## config.mk

```make
export PLATFORM = sky130hd
export DESIGN_NAME = dtp_port
export DESIGN_NICKNAME = d
export VERILOG_FILES = /design/src/dtp_pkg.sv /design/src/dtp_trace_if.sv /design/src/dtp_trace_packer.sv /design/src/dtp_port.sv
export SDC_FILE = /design/constraint.sdc
export NUM_CORES = 1
export LEC_CHECK = 0
export BUFFER_PORTS_ARGS = -buffer_cell sky130_fd_sc_hd__buf_2
export CAP_MARGIN = 20
export CORE_MARGIN = 8
export CORE_UTILIZATION = 45
export DETAILED_ROUTE_END_ITERATION = 10
export GPL_ROUTABILITY_DRIVEN = 0
export GPL_TIMING_DRIVEN = 0
export PLACE_DENSITY = 0.79
export SLEW_MARGIN = 40
export SYNTH_ARGS = -nofsm -noshare
export SYNTH_HDL_FRONTEND = slang
export SYNTH_SLANG_ARGS = --single-unit
```

## constraint.sdc

```tcl
create_clock -name clk -period 2.45 [get_ports clk]
set_input_delay 0 -clock clk [delete_from_list [all_inputs] [get_ports clk]]
set_output_delay 0 -clock clk [all_outputs]
set_load 0.02 [all_outputs]
```

## src/dtp_pkg.sv

```systemverilog
// shared constants and types of the debug and trace port
package dtp_pkg;
   // register port geometry
   localparam int ADDR_W = 4;
   localparam int DATA_W = 32;

   // register byte offsets
   localparam logic [3:0] REG_MSR = 4'h0;
   localparam logic [3:0] REG_DSR = 4'h4;
   localparam logic [3:0] REG_DCR = 4'h8;
   localparam logic [3:0] REG_HCMD = 4'hC;

   // machine state register fields
   localparam int MSR_WE_BIT = 0;
   // debug status register fields
   localparam int DSR_UDE_BIT = 0;
   localparam int DSR_HALTED_BIT = 1;
   localparam int DSR_PEND_BIT = 2;
   localparam int DSR_BUSHOLD_BIT = 3;
   localparam int DSR_WAIT_BIT = 4;
   // debug control register fields
   localparam int DCR_IDM_BIT = 0;
   localparam int DCR_EDM_BIT = 1;
   // halt command register fields
   localparam int HCMD_HALT_BIT = 0;
   localparam int HCMD_STOP_BIT = 1;

   // reset values
   localparam logic [31:0] RST_WORD = 32'h0000_0000;
   localparam logic [1:0] RST_DCR = 2'h0;

   // port widths and trace layout
   localparam int WB_ADDR_W = 30;
   localparam int TRIG_W = 11;
   localparam int CORE_EVT_W = 10;
   localparam int EXEC_W = 2;
   localparam int TSTAT_W = 4;
   localparam int TRIG_UNCOND_BIT = 10;
   localparam int TS_TRIG_BIT = 3;
   localparam int PIN_CNT = 5;

   // halt sequencing
   typedef enum logic [1:0] {
      HLT_RUN,
      HLT_PEND,
      HLT_STOP
   } dtp_halt_type;
endpackage : dtp_pkg

```

## src/dtp_trace_if.sv

```systemverilog
// carrier between the port core and the trace packer
`timescale 1ns/1ps
interface dtp_trace_if;
   import dtp_pkg::*;
   logic [EXEC_W-1:0] exec_status;
   logic [TSTAT_W-1:0] trace_status;
   logic [TRIG_W-1:0] trig_type;
   logic trig_allow;
   logic trig_in;
   logic trace_off;
   logic trace_cycle;
   logic [EXEC_W-1:0] exec_first;
   logic [EXEC_W-1:0] exec_second;
   logic [TSTAT_W-1:0] tstatus;
   logic trigger;
   logic [TRIG_W-1:0] trigger_type;

   modport core (output exec_status, trace_status, trig_type, trig_allow, trig_in, trace_off,
      input trace_cycle, exec_first, exec_second, tstatus, trigger, trigger_type);
   modport packer (input exec_status, trace_status, trig_type, trig_allow, trig_in, trace_off,
      output trace_cycle, exec_first, exec_second, tstatus, trigger, trigger_type);
endinterface : dtp_trace_if

```

## src/dtp_trace_packer.sv

```systemverilog
// packs two processor cycles of trace status into one trace cycle
`timescale 1ns/1ps
module dtp_trace_packer (
   input wire logic clk,
   input wire logic rst,
   dtp_trace_if.packer tp
);
   import dtp_pkg::*;

   logic phase;
   logic pair_open;
   logic [EXEC_W-1:0] first_exec;
   logic [TSTAT_W-1:0] first_ts;
   logic [TRIG_W-1:0] first_trig;
   logic first_tin;
   logic [TRIG_W-1:0] pair_trig;

   // both halves of the pair, trigger gated by the debug modes
   assign pair_trig = (first_trig | tp.trig_type) & {TRIG_W{tp.trig_allow}};

   // divide by two: phase high marks the second cycle of a pair
   always_ff @(posedge clk) begin
      if (rst) begin
         phase <= 1'b0;
      end else begin
         phase <= ~phase;
      end
   end

   // first half of the pair; disable only blocks a pair not yet begun
   always_ff @(posedge clk) begin
      if (rst) begin
         pair_open <= 1'b0;
         first_exec <= '0;
         first_ts <= '0;
         first_trig <= '0;
         first_tin <= 1'b0;
      end else if (!phase) begin
         pair_open <= ~tp.trace_off;
         first_exec <= tp.exec_status;
         first_ts <= tp.trace_status;
         first_trig <= tp.trig_type;
         first_tin <= tp.trig_in;
      end
   end

   // broadcast a pair once it was opened, even if disable rose since
   always_ff @(posedge clk) begin
      if (rst) begin
         tp.trace_cycle <= 1'b0;
         tp.exec_first <= '0;
         tp.exec_second <= '0;
         tp.tstatus <= '0;
      end else if (phase && pair_open) begin
         tp.trace_cycle <= 1'b1;
         tp.exec_first <= first_exec;
         tp.exec_second <= tp.exec_status;
         tp.tstatus <= first_ts | tp.trace_status;
         if (first_tin || tp.trig_in) begin
            tp.tstatus[TS_TRIG_BIT] <= 1'b1;
         end
      end else begin
         tp.trace_cycle <= 1'b0;
      end
   end

   // trigger outputs follow the pair boundary and hold until the next
   always_ff @(posedge clk) begin
      if (rst) begin
         tp.trigger <= 1'b0;
         tp.trigger_type <= '0;
      end else if (phase) begin
         tp.trigger <= |pair_trig;
         tp.trigger_type <= pair_trig;
      end
   end
endmodule : dtp_trace_packer

```

## src/dtp_port.sv

```systemverilog
// processor-side debug halt, writeback report and real-time trace port
//
// Our own choices: the address-and-strobe port and the register addresses.
`timescale 1ns/1ps
module dtp_port (
   input wire logic clk,
   input wire logic rst,
   // register port
   input wire logic [dtp_pkg::ADDR_W-1:0] reg_addr,
   input wire logic [dtp_pkg::DATA_W-1:0] reg_wdata,
   input wire logic reg_wr,
   input wire logic reg_rd,
   output logic [dtp_pkg::DATA_W-1:0] reg_rdata,
   // debug pins from the outside
   input wire logic bus_hold_ack_in,
   input wire logic debug_halt_req_in,
   input wire logic uncond_event_in,
   input wire logic trigger_in,
   input wire logic trace_disable_in,
   // core pipeline side
   input wire logic wb_valid_in,
   input wire logic [dtp_pkg::WB_ADDR_W-1:0] wb_addr_in,
   input wire logic wb_complete_in,
   input wire logic [dtp_pkg::CORE_EVT_W-1:0] debug_event_in,
   input wire logic [dtp_pkg::EXEC_W-1:0] exec_status_in,
   input wire logic [dtp_pkg::TSTAT_W-1:0] trace_status_in,
   input wire logic ext_irq_in,
   input wire logic timer_irq_in,
   input wire logic apu_load_valid_in,
   output logic core_hold_out,
   output logic debug_irq_out,
   // debug outputs
   output logic writeback_full_out,
   output logic [dtp_pkg::WB_ADDR_W-1:0] writeback_addr_out,
   output logic writeback_complete_out,
   output logic wait_enable_out,
   output logic halt_ack_out,
   output logic coproc_load_valid_out,
   // trace outputs
   output logic trigger_out,
   output logic [dtp_pkg::TRIG_W-1:0] trigger_type_out,
   output logic trace_cycle_out,
   output logic [dtp_pkg::EXEC_W-1:0] exec_status_first_out,
   output logic [dtp_pkg::EXEC_W-1:0] exec_status_second_out,
   output logic [dtp_pkg::TSTAT_W-1:0] trace_status_out
);
   import dtp_pkg::*;

   // pin index inside the synchroniser bank
   localparam int PIN_HOLD = 0;
   localparam int PIN_HALT = 1;
   localparam int PIN_UDE = 2;
   localparam int PIN_TRIG = 3;
   localparam int PIN_TOFF = 4;

   logic [PIN_CNT-1:0] pin_meta;
   logic [PIN_CNT-1:0] pin_sync;
   logic ude_last;
   logic ude_rise;
   logic bus_held;
   logic halt_req;

   logic msr_we;
   logic uncond_event_flag;
   logic internal_debug_mode_bit;
   logic external_debug_mode_bit;
   logic serial_halt_cmd;
   logic event_stop;

   dtp_halt_type halt_state;
   dtp_halt_type next_halt_state;
   logic halt_want;
   logic next_we;

   logic wr_msr;
   logic wr_dsr;
   logic wr_dcr;
   logic wr_hcmd;
   logic [DATA_W-1:0] rd_word;

   dtp_trace_if trc ();

   // two-stage synchronisers on every pin; left without reset so a halt
   // request held through reset is already visible when reset lets go
   always_ff @(posedge clk) begin
      pin_meta <= {trace_disable_in, trigger_in, uncond_event_in,
                   debug_halt_req_in, bus_hold_ack_in};
      pin_sync <= pin_meta;
   end

   // edge detector reads only the second stage
   always_ff @(posedge clk) begin
      if (rst) begin
         ude_last <= 1'b0;
      end else begin
         ude_last <= pin_sync[PIN_UDE];
      end
   end

   assign ude_rise = pin_sync[PIN_UDE] & ~ude_last;
   assign bus_held = pin_sync[PIN_HOLD];
   assign halt_req = pin_sync[PIN_HALT];

   // write decode
   assign wr_msr = reg_wr && (reg_addr == REG_MSR);
   assign wr_dsr = reg_wr && (reg_addr == REG_DSR);
   assign wr_dcr = reg_wr && (reg_addr == REG_DCR);
   assign wr_hcmd = reg_wr && (reg_addr == REG_HCMD);

   // wait enable: interrupts and reset end wait; an interrupt in the same
   // cycle as a software set wins so a wake-up is never lost
   always_comb begin
      next_we = msr_we;
      if (wr_msr) begin
         next_we = reg_wdata[MSR_WE_BIT];
      end
      if (ext_irq_in || timer_irq_in) begin
         next_we = 1'b0;
      end
   end

   always_ff @(posedge clk) begin
      if (rst) begin
         msr_we <= 1'b0;
      end else begin
         msr_we <= next_we;
      end
   end

   // debug mode control bits
   always_ff @(posedge clk) begin
      if (rst) begin
         {external_debug_mode_bit, internal_debug_mode_bit} <= RST_DCR;
      end else if (wr_dcr) begin
         internal_debug_mode_bit <= reg_wdata[DCR_IDM_BIT];
         external_debug_mode_bit <= reg_wdata[DCR_EDM_BIT];
      end
   end

   // unconditional event flag: write one to clear, a new event wins
   always_ff @(posedge clk) begin
      if (rst) begin
         uncond_event_flag <= 1'b0;
      end else if (ude_rise) begin
         uncond_event_flag <= 1'b1;
      end else if (wr_dsr && reg_wdata[DSR_UDE_BIT]) begin
         uncond_event_flag <= 1'b0;
      end
   end

   // serial halt command never survives reset
   always_ff @(posedge clk) begin
      if (rst) begin
         serial_halt_cmd <= 1'b0;
      end else if (wr_hcmd) begin
         serial_halt_cmd <= reg_wdata[HCMD_HALT_BIT];
      end
   end

   // external debug mode turns an unconditional event into a stop that
   // holds until the debugger writes one to release it; event wins
   always_ff @(posedge clk) begin
      if (rst) begin
         event_stop <= 1'b0;
      end else if (ude_rise && external_debug_mode_bit) begin
         event_stop <= 1'b1;
      end else if (wr_hcmd && reg_wdata[HCMD_STOP_BIT]) begin
         event_stop <= 1'b0;
      end
   end

   // internal debug mode: flag raises the debug interrupt as a level
   always_ff @(posedge clk) begin
      if (rst) begin
         debug_irq_out <= 1'b0;
      end else begin
         debug_irq_out <= uncond_event_flag & internal_debug_mode_bit;
      end
   end

   // halt sequencing; entry waits while another master owns the bus
   assign halt_want = halt_req | serial_halt_cmd | event_stop;

   always_comb begin
      next_halt_state = halt_state;
      unique case (halt_state)
         HLT_RUN: begin
            if (halt_want) begin
               next_halt_state = bus_held ? HLT_PEND : HLT_STOP;
            end
         end
         HLT_PEND: begin
            if (!halt_want) begin
               next_halt_state = HLT_RUN;
            end else if (!bus_held) begin
               next_halt_state = HLT_STOP;
            end
         end
         HLT_STOP: begin
            if (!halt_want) begin
               next_halt_state = HLT_RUN;
            end
         end
         default: begin
            next_halt_state = HLT_RUN;
         end
      endcase
   end

   // a request already high in reset leaves reset in the stopped state
   always_ff @(posedge clk) begin
      if (rst) begin
         halt_state <= halt_req ? HLT_STOP : HLT_RUN;
      end else begin
         halt_state <= next_halt_state;
      end
   end

   // only instruction flow is held; this block and the clock run on
   always_ff @(posedge clk) begin
      if (rst) begin
         halt_ack_out <= halt_req;
         core_hold_out <= halt_req;
      end else begin
         halt_ack_out <= (next_halt_state == HLT_STOP);
         core_hold_out <= (next_halt_state != HLT_RUN) | next_we;
      end
   end

   // wait enable mirrors the machine state bit
   always_ff @(posedge clk) begin
      if (rst) begin
         wait_enable_out <= 1'b0;
      end else begin
         wait_enable_out <= next_we;
      end
   end

   // writeback report; address is held when the stage empties
   always_ff @(posedge clk) begin
      if (rst) begin
         writeback_full_out <= 1'b0;
         writeback_addr_out <= '0;
         writeback_complete_out <= 1'b0;
      end else begin
         writeback_full_out <= wb_valid_in;
         writeback_complete_out <= wb_valid_in & wb_complete_in;
         if (wb_valid_in) begin
            writeback_addr_out <= wb_addr_in;
         end
      end
   end

   // coprocessor load strobe, registered for synchronous sampling
   always_ff @(posedge clk) begin
      if (rst) begin
         coproc_load_valid_out <= 1'b0;
      end else begin
         coproc_load_valid_out <= apu_load_valid_in;
      end
   end

   // trace feed: core events in their type positions, unconditional on top
   assign trc.exec_status = exec_status_in;
   assign trc.trace_status = trace_status_in;
   assign trc.trig_type = {ude_rise, debug_event_in};
   assign trc.trig_allow = ~internal_debug_mode_bit & ~external_debug_mode_bit;
   assign trc.trig_in = pin_sync[PIN_TRIG];
   assign trc.trace_off = pin_sync[PIN_TOFF];

   dtp_trace_packer u_packer (
      .clk (clk),
      .rst (rst),
      .tp (trc.packer)
   );

   // packer drives these straight from its flip-flops
   assign trace_cycle_out = trc.trace_cycle;
   assign exec_status_first_out = trc.exec_first;
   assign exec_status_second_out = trc.exec_second;
   assign trace_status_out = trc.tstatus;
   assign trigger_out = trc.trigger;
   assign trigger_type_out = trc.trigger_type;

   // read mux; unmapped offsets read zero
   always_comb begin
      rd_word = RST_WORD;
      unique case (reg_addr)
         REG_MSR: begin
            rd_word[MSR_WE_BIT] = msr_we;
         end
         REG_DSR: begin
            rd_word[DSR_UDE_BIT] = uncond_event_flag;
            rd_word[DSR_HALTED_BIT] = (halt_state == HLT_STOP);
            rd_word[DSR_PEND_BIT] = (halt_state == HLT_PEND);
            rd_word[DSR_BUSHOLD_BIT] = bus_held;
            rd_word[DSR_WAIT_BIT] = msr_we;
         end
         REG_DCR: begin
            rd_word[DCR_IDM_BIT] = internal_debug_mode_bit;
            rd_word[DCR_EDM_BIT] = external_debug_mode_bit;
         end
         REG_HCMD: begin
            rd_word[HCMD_HALT_BIT] = serial_halt_cmd;
            rd_word[HCMD_STOP_BIT] = event_stop;
         end
         default: begin
            rd_word = RST_WORD;
         end
      endcase
   end

   // read data stand only in the cycle after the strobe
   always_ff @(posedge clk) begin
      if (rst) begin
         reg_rdata <= RST_WORD;
      end else begin
         reg_rdata <= reg_rd ? rd_word : RST_WORD;
      end
   end
endmodule : dtp_port

```

==> flow_metrics.env <==
export IMPL_final_net_count=699
export IMPL_power_uw=3530
export IMPL_horizontal_die_dimension_um=107
export IMPL_synth_enable_flop_cells=0
export IMPL_min_path_type="input port to flip-flop"
export IMPL_vias=3378
export IMPL_grt_max_degree=16
export IMPL_cp_required_ns=2.69
export IMPL_coreArea_um2=8130
export IMPL_cts_buffers=9
export IMPL_worst_setup_path_type="flip-flop to flip-flop"
export IMPL_dr_pass1_iters=4
export IMPL_syn_instance_count=374
export IMPL_timing_final_crit_share_pct=80.4
export IMPL_rows=33
export IMPL_crit_path_start_kind="flip-flop"
export IMPL_powerDensity_nw_per_um2=644
export IMPL_track_usage_pct=18.1
export IMPL_cts_root_buffer="clkbuf_8"
export IMPL_yosys_synthesis_warning_count=0
export IMPL_minimum_clock_period_after_layout_ns=1.97
export IMPL_worst_slew_pin_slew_ns=0.566
export IMPL_critical_path_arrival_ns=2.21
export IMPL_yosys_top_cells_area="dfxtp_1 54%, mux2i_1 14%, nor2_1 6.4%"
export IMPL_synth_adder_area_share_pct=0
export IMPL_post_route_cells_drive_above_1_share_pct=30.1
export IMPL_cpMostUsedCell="dlygate4sd3_1"
export IMPL_outcome="completed"
export IMPL_boundaryPins=186
export IMPL_timing_final_setup_violations=0
export IMPL_synth_xor_area_share_pct=0
export IMPL_p_comb_share_pct=15.8
export IMPL_antenna_violating_nets_post_route=0
export IMPL_timing_hold_violations_final=0
export IMPL_synth_most_common_cell="dfxtp_1"
export IMPL_vdd_ir_drop_max_v=0.000438
export IMPL_routed_wl_mm=10.7
export IMPL_worst_clock_skew_ns=0.00958
export IMPL_ys_async_sr_fraction_pct=0
export IMPL_htree_levels=3
export IMPL_fmax_ghz=0.508
export IMPL_cts_buffer_depth=2
export IMPL_postCtsResizedCells=0
export IMPL_finalSetupTns_ns=0
export IMPL_yosys_area_share_simple_pct=16.7
export IMPL_mappedNetlistArea_um2=3730
export IMPL_power_share_switching_pct=25.1
export IMPL_power_switching_uw=885
export IMPL_cts_hold_buffers_added=65
export IMPL_critical_path_peak_fanout=5
export IMPL_clock_insertion_delay_worst_skew_ns=0.35
export IMPL_synth_yosys_seq_area_share_pct=54.1
export IMPL_grt_antenna_before_repair=0
export IMPL_drt_initial_drc_count=98
export IMPL_global_route_overflow_total=0
export IMPL_critical_path_max_stage_delay_ns=0.56
export IMPL_critical_path_endpoint_type="flip-flop"
export IMPL_route_detailed_vias_per_inst=4.74
export IMPL_synth_avg_cell_area_um2=9.99
export IMPL_cts_sinks=101
export IMPL_antennaDiodeCount=0
export IMPL_post_cts_setup_buffer_count=0
export IMPL_detailedPlacementHpwl_mm=7.15
export IMPL_path_cells="mux2_2 > nand3_1 > dlygate4sd3_1 > a21oi_1 > dlygate4sd3_1"
export IMPL_pwr_share_seq_pct=50.4
export IMPL_post_synth_mux_area_share_pct=14.6
export IMPL_wire_per_inst_um=15.0
export IMPL_fp_dieArea_um2=11500
export IMPL_cellLeakagePower_uw=0.00265
export IMPL_initial_cell_density_of_the_core_pct=45.9
export IMPL_n_fill_cell=668
export IMPL_maxSlewViolCount=0
export IMPL_dieHeight_um=107
export IMPL_worst_path_max_delay_cell="dlygate4sd3_1"
export IMPL_synth_top_family_by_area="simple AND/OR/NAND/NOR gates"
export IMPL_p_clk_share_pct=33.8
export IMPL_placement_io_buffers=127
export IMPL_rsz0062_at_grt="no"
export IMPL_compound_gate_fraction_of_synth_area_pct=6.23
export IMPL_maxCapViolations=0
export IMPL_synth_flop_cell="dfxtp_1"
export IMPL_remaining_design_rule_violation_count=0
export IMPL_r2r_worst_path_cells=5
export IMPL_synth_largest_area_cell="dfxtp_1"
export IMPL_cts_reportedPaths_clkPinSlew_ns=0.09
export IMPL_first_global_vias=3525
export IMPL_cts_tree="done"
export IMPL_worst_hold_path_num_cells=3
export IMPL_postSynthRegisterBits=101
export IMPL_max_slew_margin_pct=62.3
export IMPL_synth_top_cell_area_share_pct=54.1
export IMPL_power_report_internal_total_uw=2640
export IMPL_flow_area_growth_from_synthesis_pct=46.8
export IMPL_synth_cell_types=36
export IMPL_wire_length_of_the_first_global_routing_pass_mm=16.9
export IMPL_post_synth_most_frequent_cells="101 x dfxtp_1, 64 x nor2_1, 51 x mux2i_1, 28 x buf_4, 21 x a21oi_1"
[routing by layer]
| layer | vias up | wire [um] | global-route usage [%] |
|---|---|---|---|
| met1 | 1589 | 4110 | 19.0 |
| met2 | 109 | 5650 | 33.0 |
| met3 | 18 | 732 | 4.56 |
| li1 | 1662 | - | - |
| met4 | 0 | 214 | 8.64 |
| met5 | - | 0 | 0 |
[worst max-delay path, delay by kind of cell, from the launching register on]
kind	cells	cell delay, ns
multiplexers	1	0.28
AO/OA/AOI/OAI	1	0.06
flip-flops	1	0.36
buffers and inverters	2	1.10
AND/OR/NAND/NOR	1	0.08
[cell families (layout without fill, tap and decap cells)]
logic type / Yosys count / count (layout)
and+or+nand+nor: 129 / 129
DFF: 101 / 101
muxes: 53 / 53
buffers and inverters: 51 / 258
AOI/OAI and AO/OA: 39 / 39
other: 1 / 27
[metrics by stage]
| step | setup WS, ns | instance area [um2] | hold slack (ns) | util, % | instances |
|---|---|---|---|---|---|
| after detailed placement | 1.23 | 4600 | 0.104 | 56.5 | 632 |
| after floorplan | 1.30 | 3830 | 0.0277 | - | 400 |
| after CTS | 0.500 | 5480 | 0.00504 | 67.4 | 712 |
| after global routing | 0.408 | 5480 | 0.0306 | 67.4 | 712 |
| final | 0.481 | 5480 | 0.0283 | 67.4 | 712 |
| after global placement | 1.23 | 4600 | 0.103 | 56.5 | 632 |
[sequential cells by signal (all words and copies together), names as in the netlist, 4 cells and up]
signal and cells:
reg_rdata 5, writeback_addr_out 30, u_packer.tp.trigger_type 11, pin_sync 5, u_packer.tp.tstatus 4, pin_meta 5, u_packer.first_trig 11, u_packer.first_ts 4
[path summary, 6_finish.rpt]
kind	start	endpoint	slack [ns]
worst max-delay path	external_debug_mode_bit$_SDFFE_PP0P_	reg_rdata[1]$_SDFF_PP0_	0.48
worst min-delay path	reg_addr[2]	reg_rdata[2]$_SDFF_PP0_	0.03
worst max register to register	external_debug_mode_bit$_SDFFE_PP0P_	reg_rdata[1]$_SDFF_PP0_	0.48
worst min register to register	pin_meta[0]$_DFF_P_	pin_sync[0]$_DFF_P_	0.33
[cells in the final DEF, fill, tap and decap left out, types with 4 or more instances in the layout]
cell type,synthesis,routed
dfxtp_1,101,101
a21oi_1,21,21
dlygate4sd3_1,0,65
buf_1,7,7
mux2i_1,51,51
nand2b_1,15,15
clkbuf_8,0,12
nor2_1,64,64
and2_1,4,4
buf_4,28,28
inv_1,4,4
nor3_1,7,7
buf_2,9,136
nand2_1,16,16
o211ai_1,11,11
nor4_1,4,4
conb_1,1,27
[power groups by stage]
stage / registers (uW) / logic [uW] / clock network, uW
floorplan: 1870 / 243 / 0
global placement: 1810 / 463 / 0
detailed placement: 1810 / 472 / 0
CTS: 1780 / 551 / 1220
global route: 1790 / 604 / 1280
finish: 1780 / 557 / 1190
[final cells by class]
cell class                 count  area, um2  share of cell area, %
sequential                   101       2020                   36.9
multi-input combinational    248       1500                   27.4
timing repair buffer         192       1290                   23.5
buffer                        47        293                   5.34
clock buffer                  12        165                   3.01
tap                          105        131                   2.40
clock inverter                 3       67.6                   1.23
inverter                       4       15.0                  0.274
Note: power is estimated with default switching activity, not from simulation.
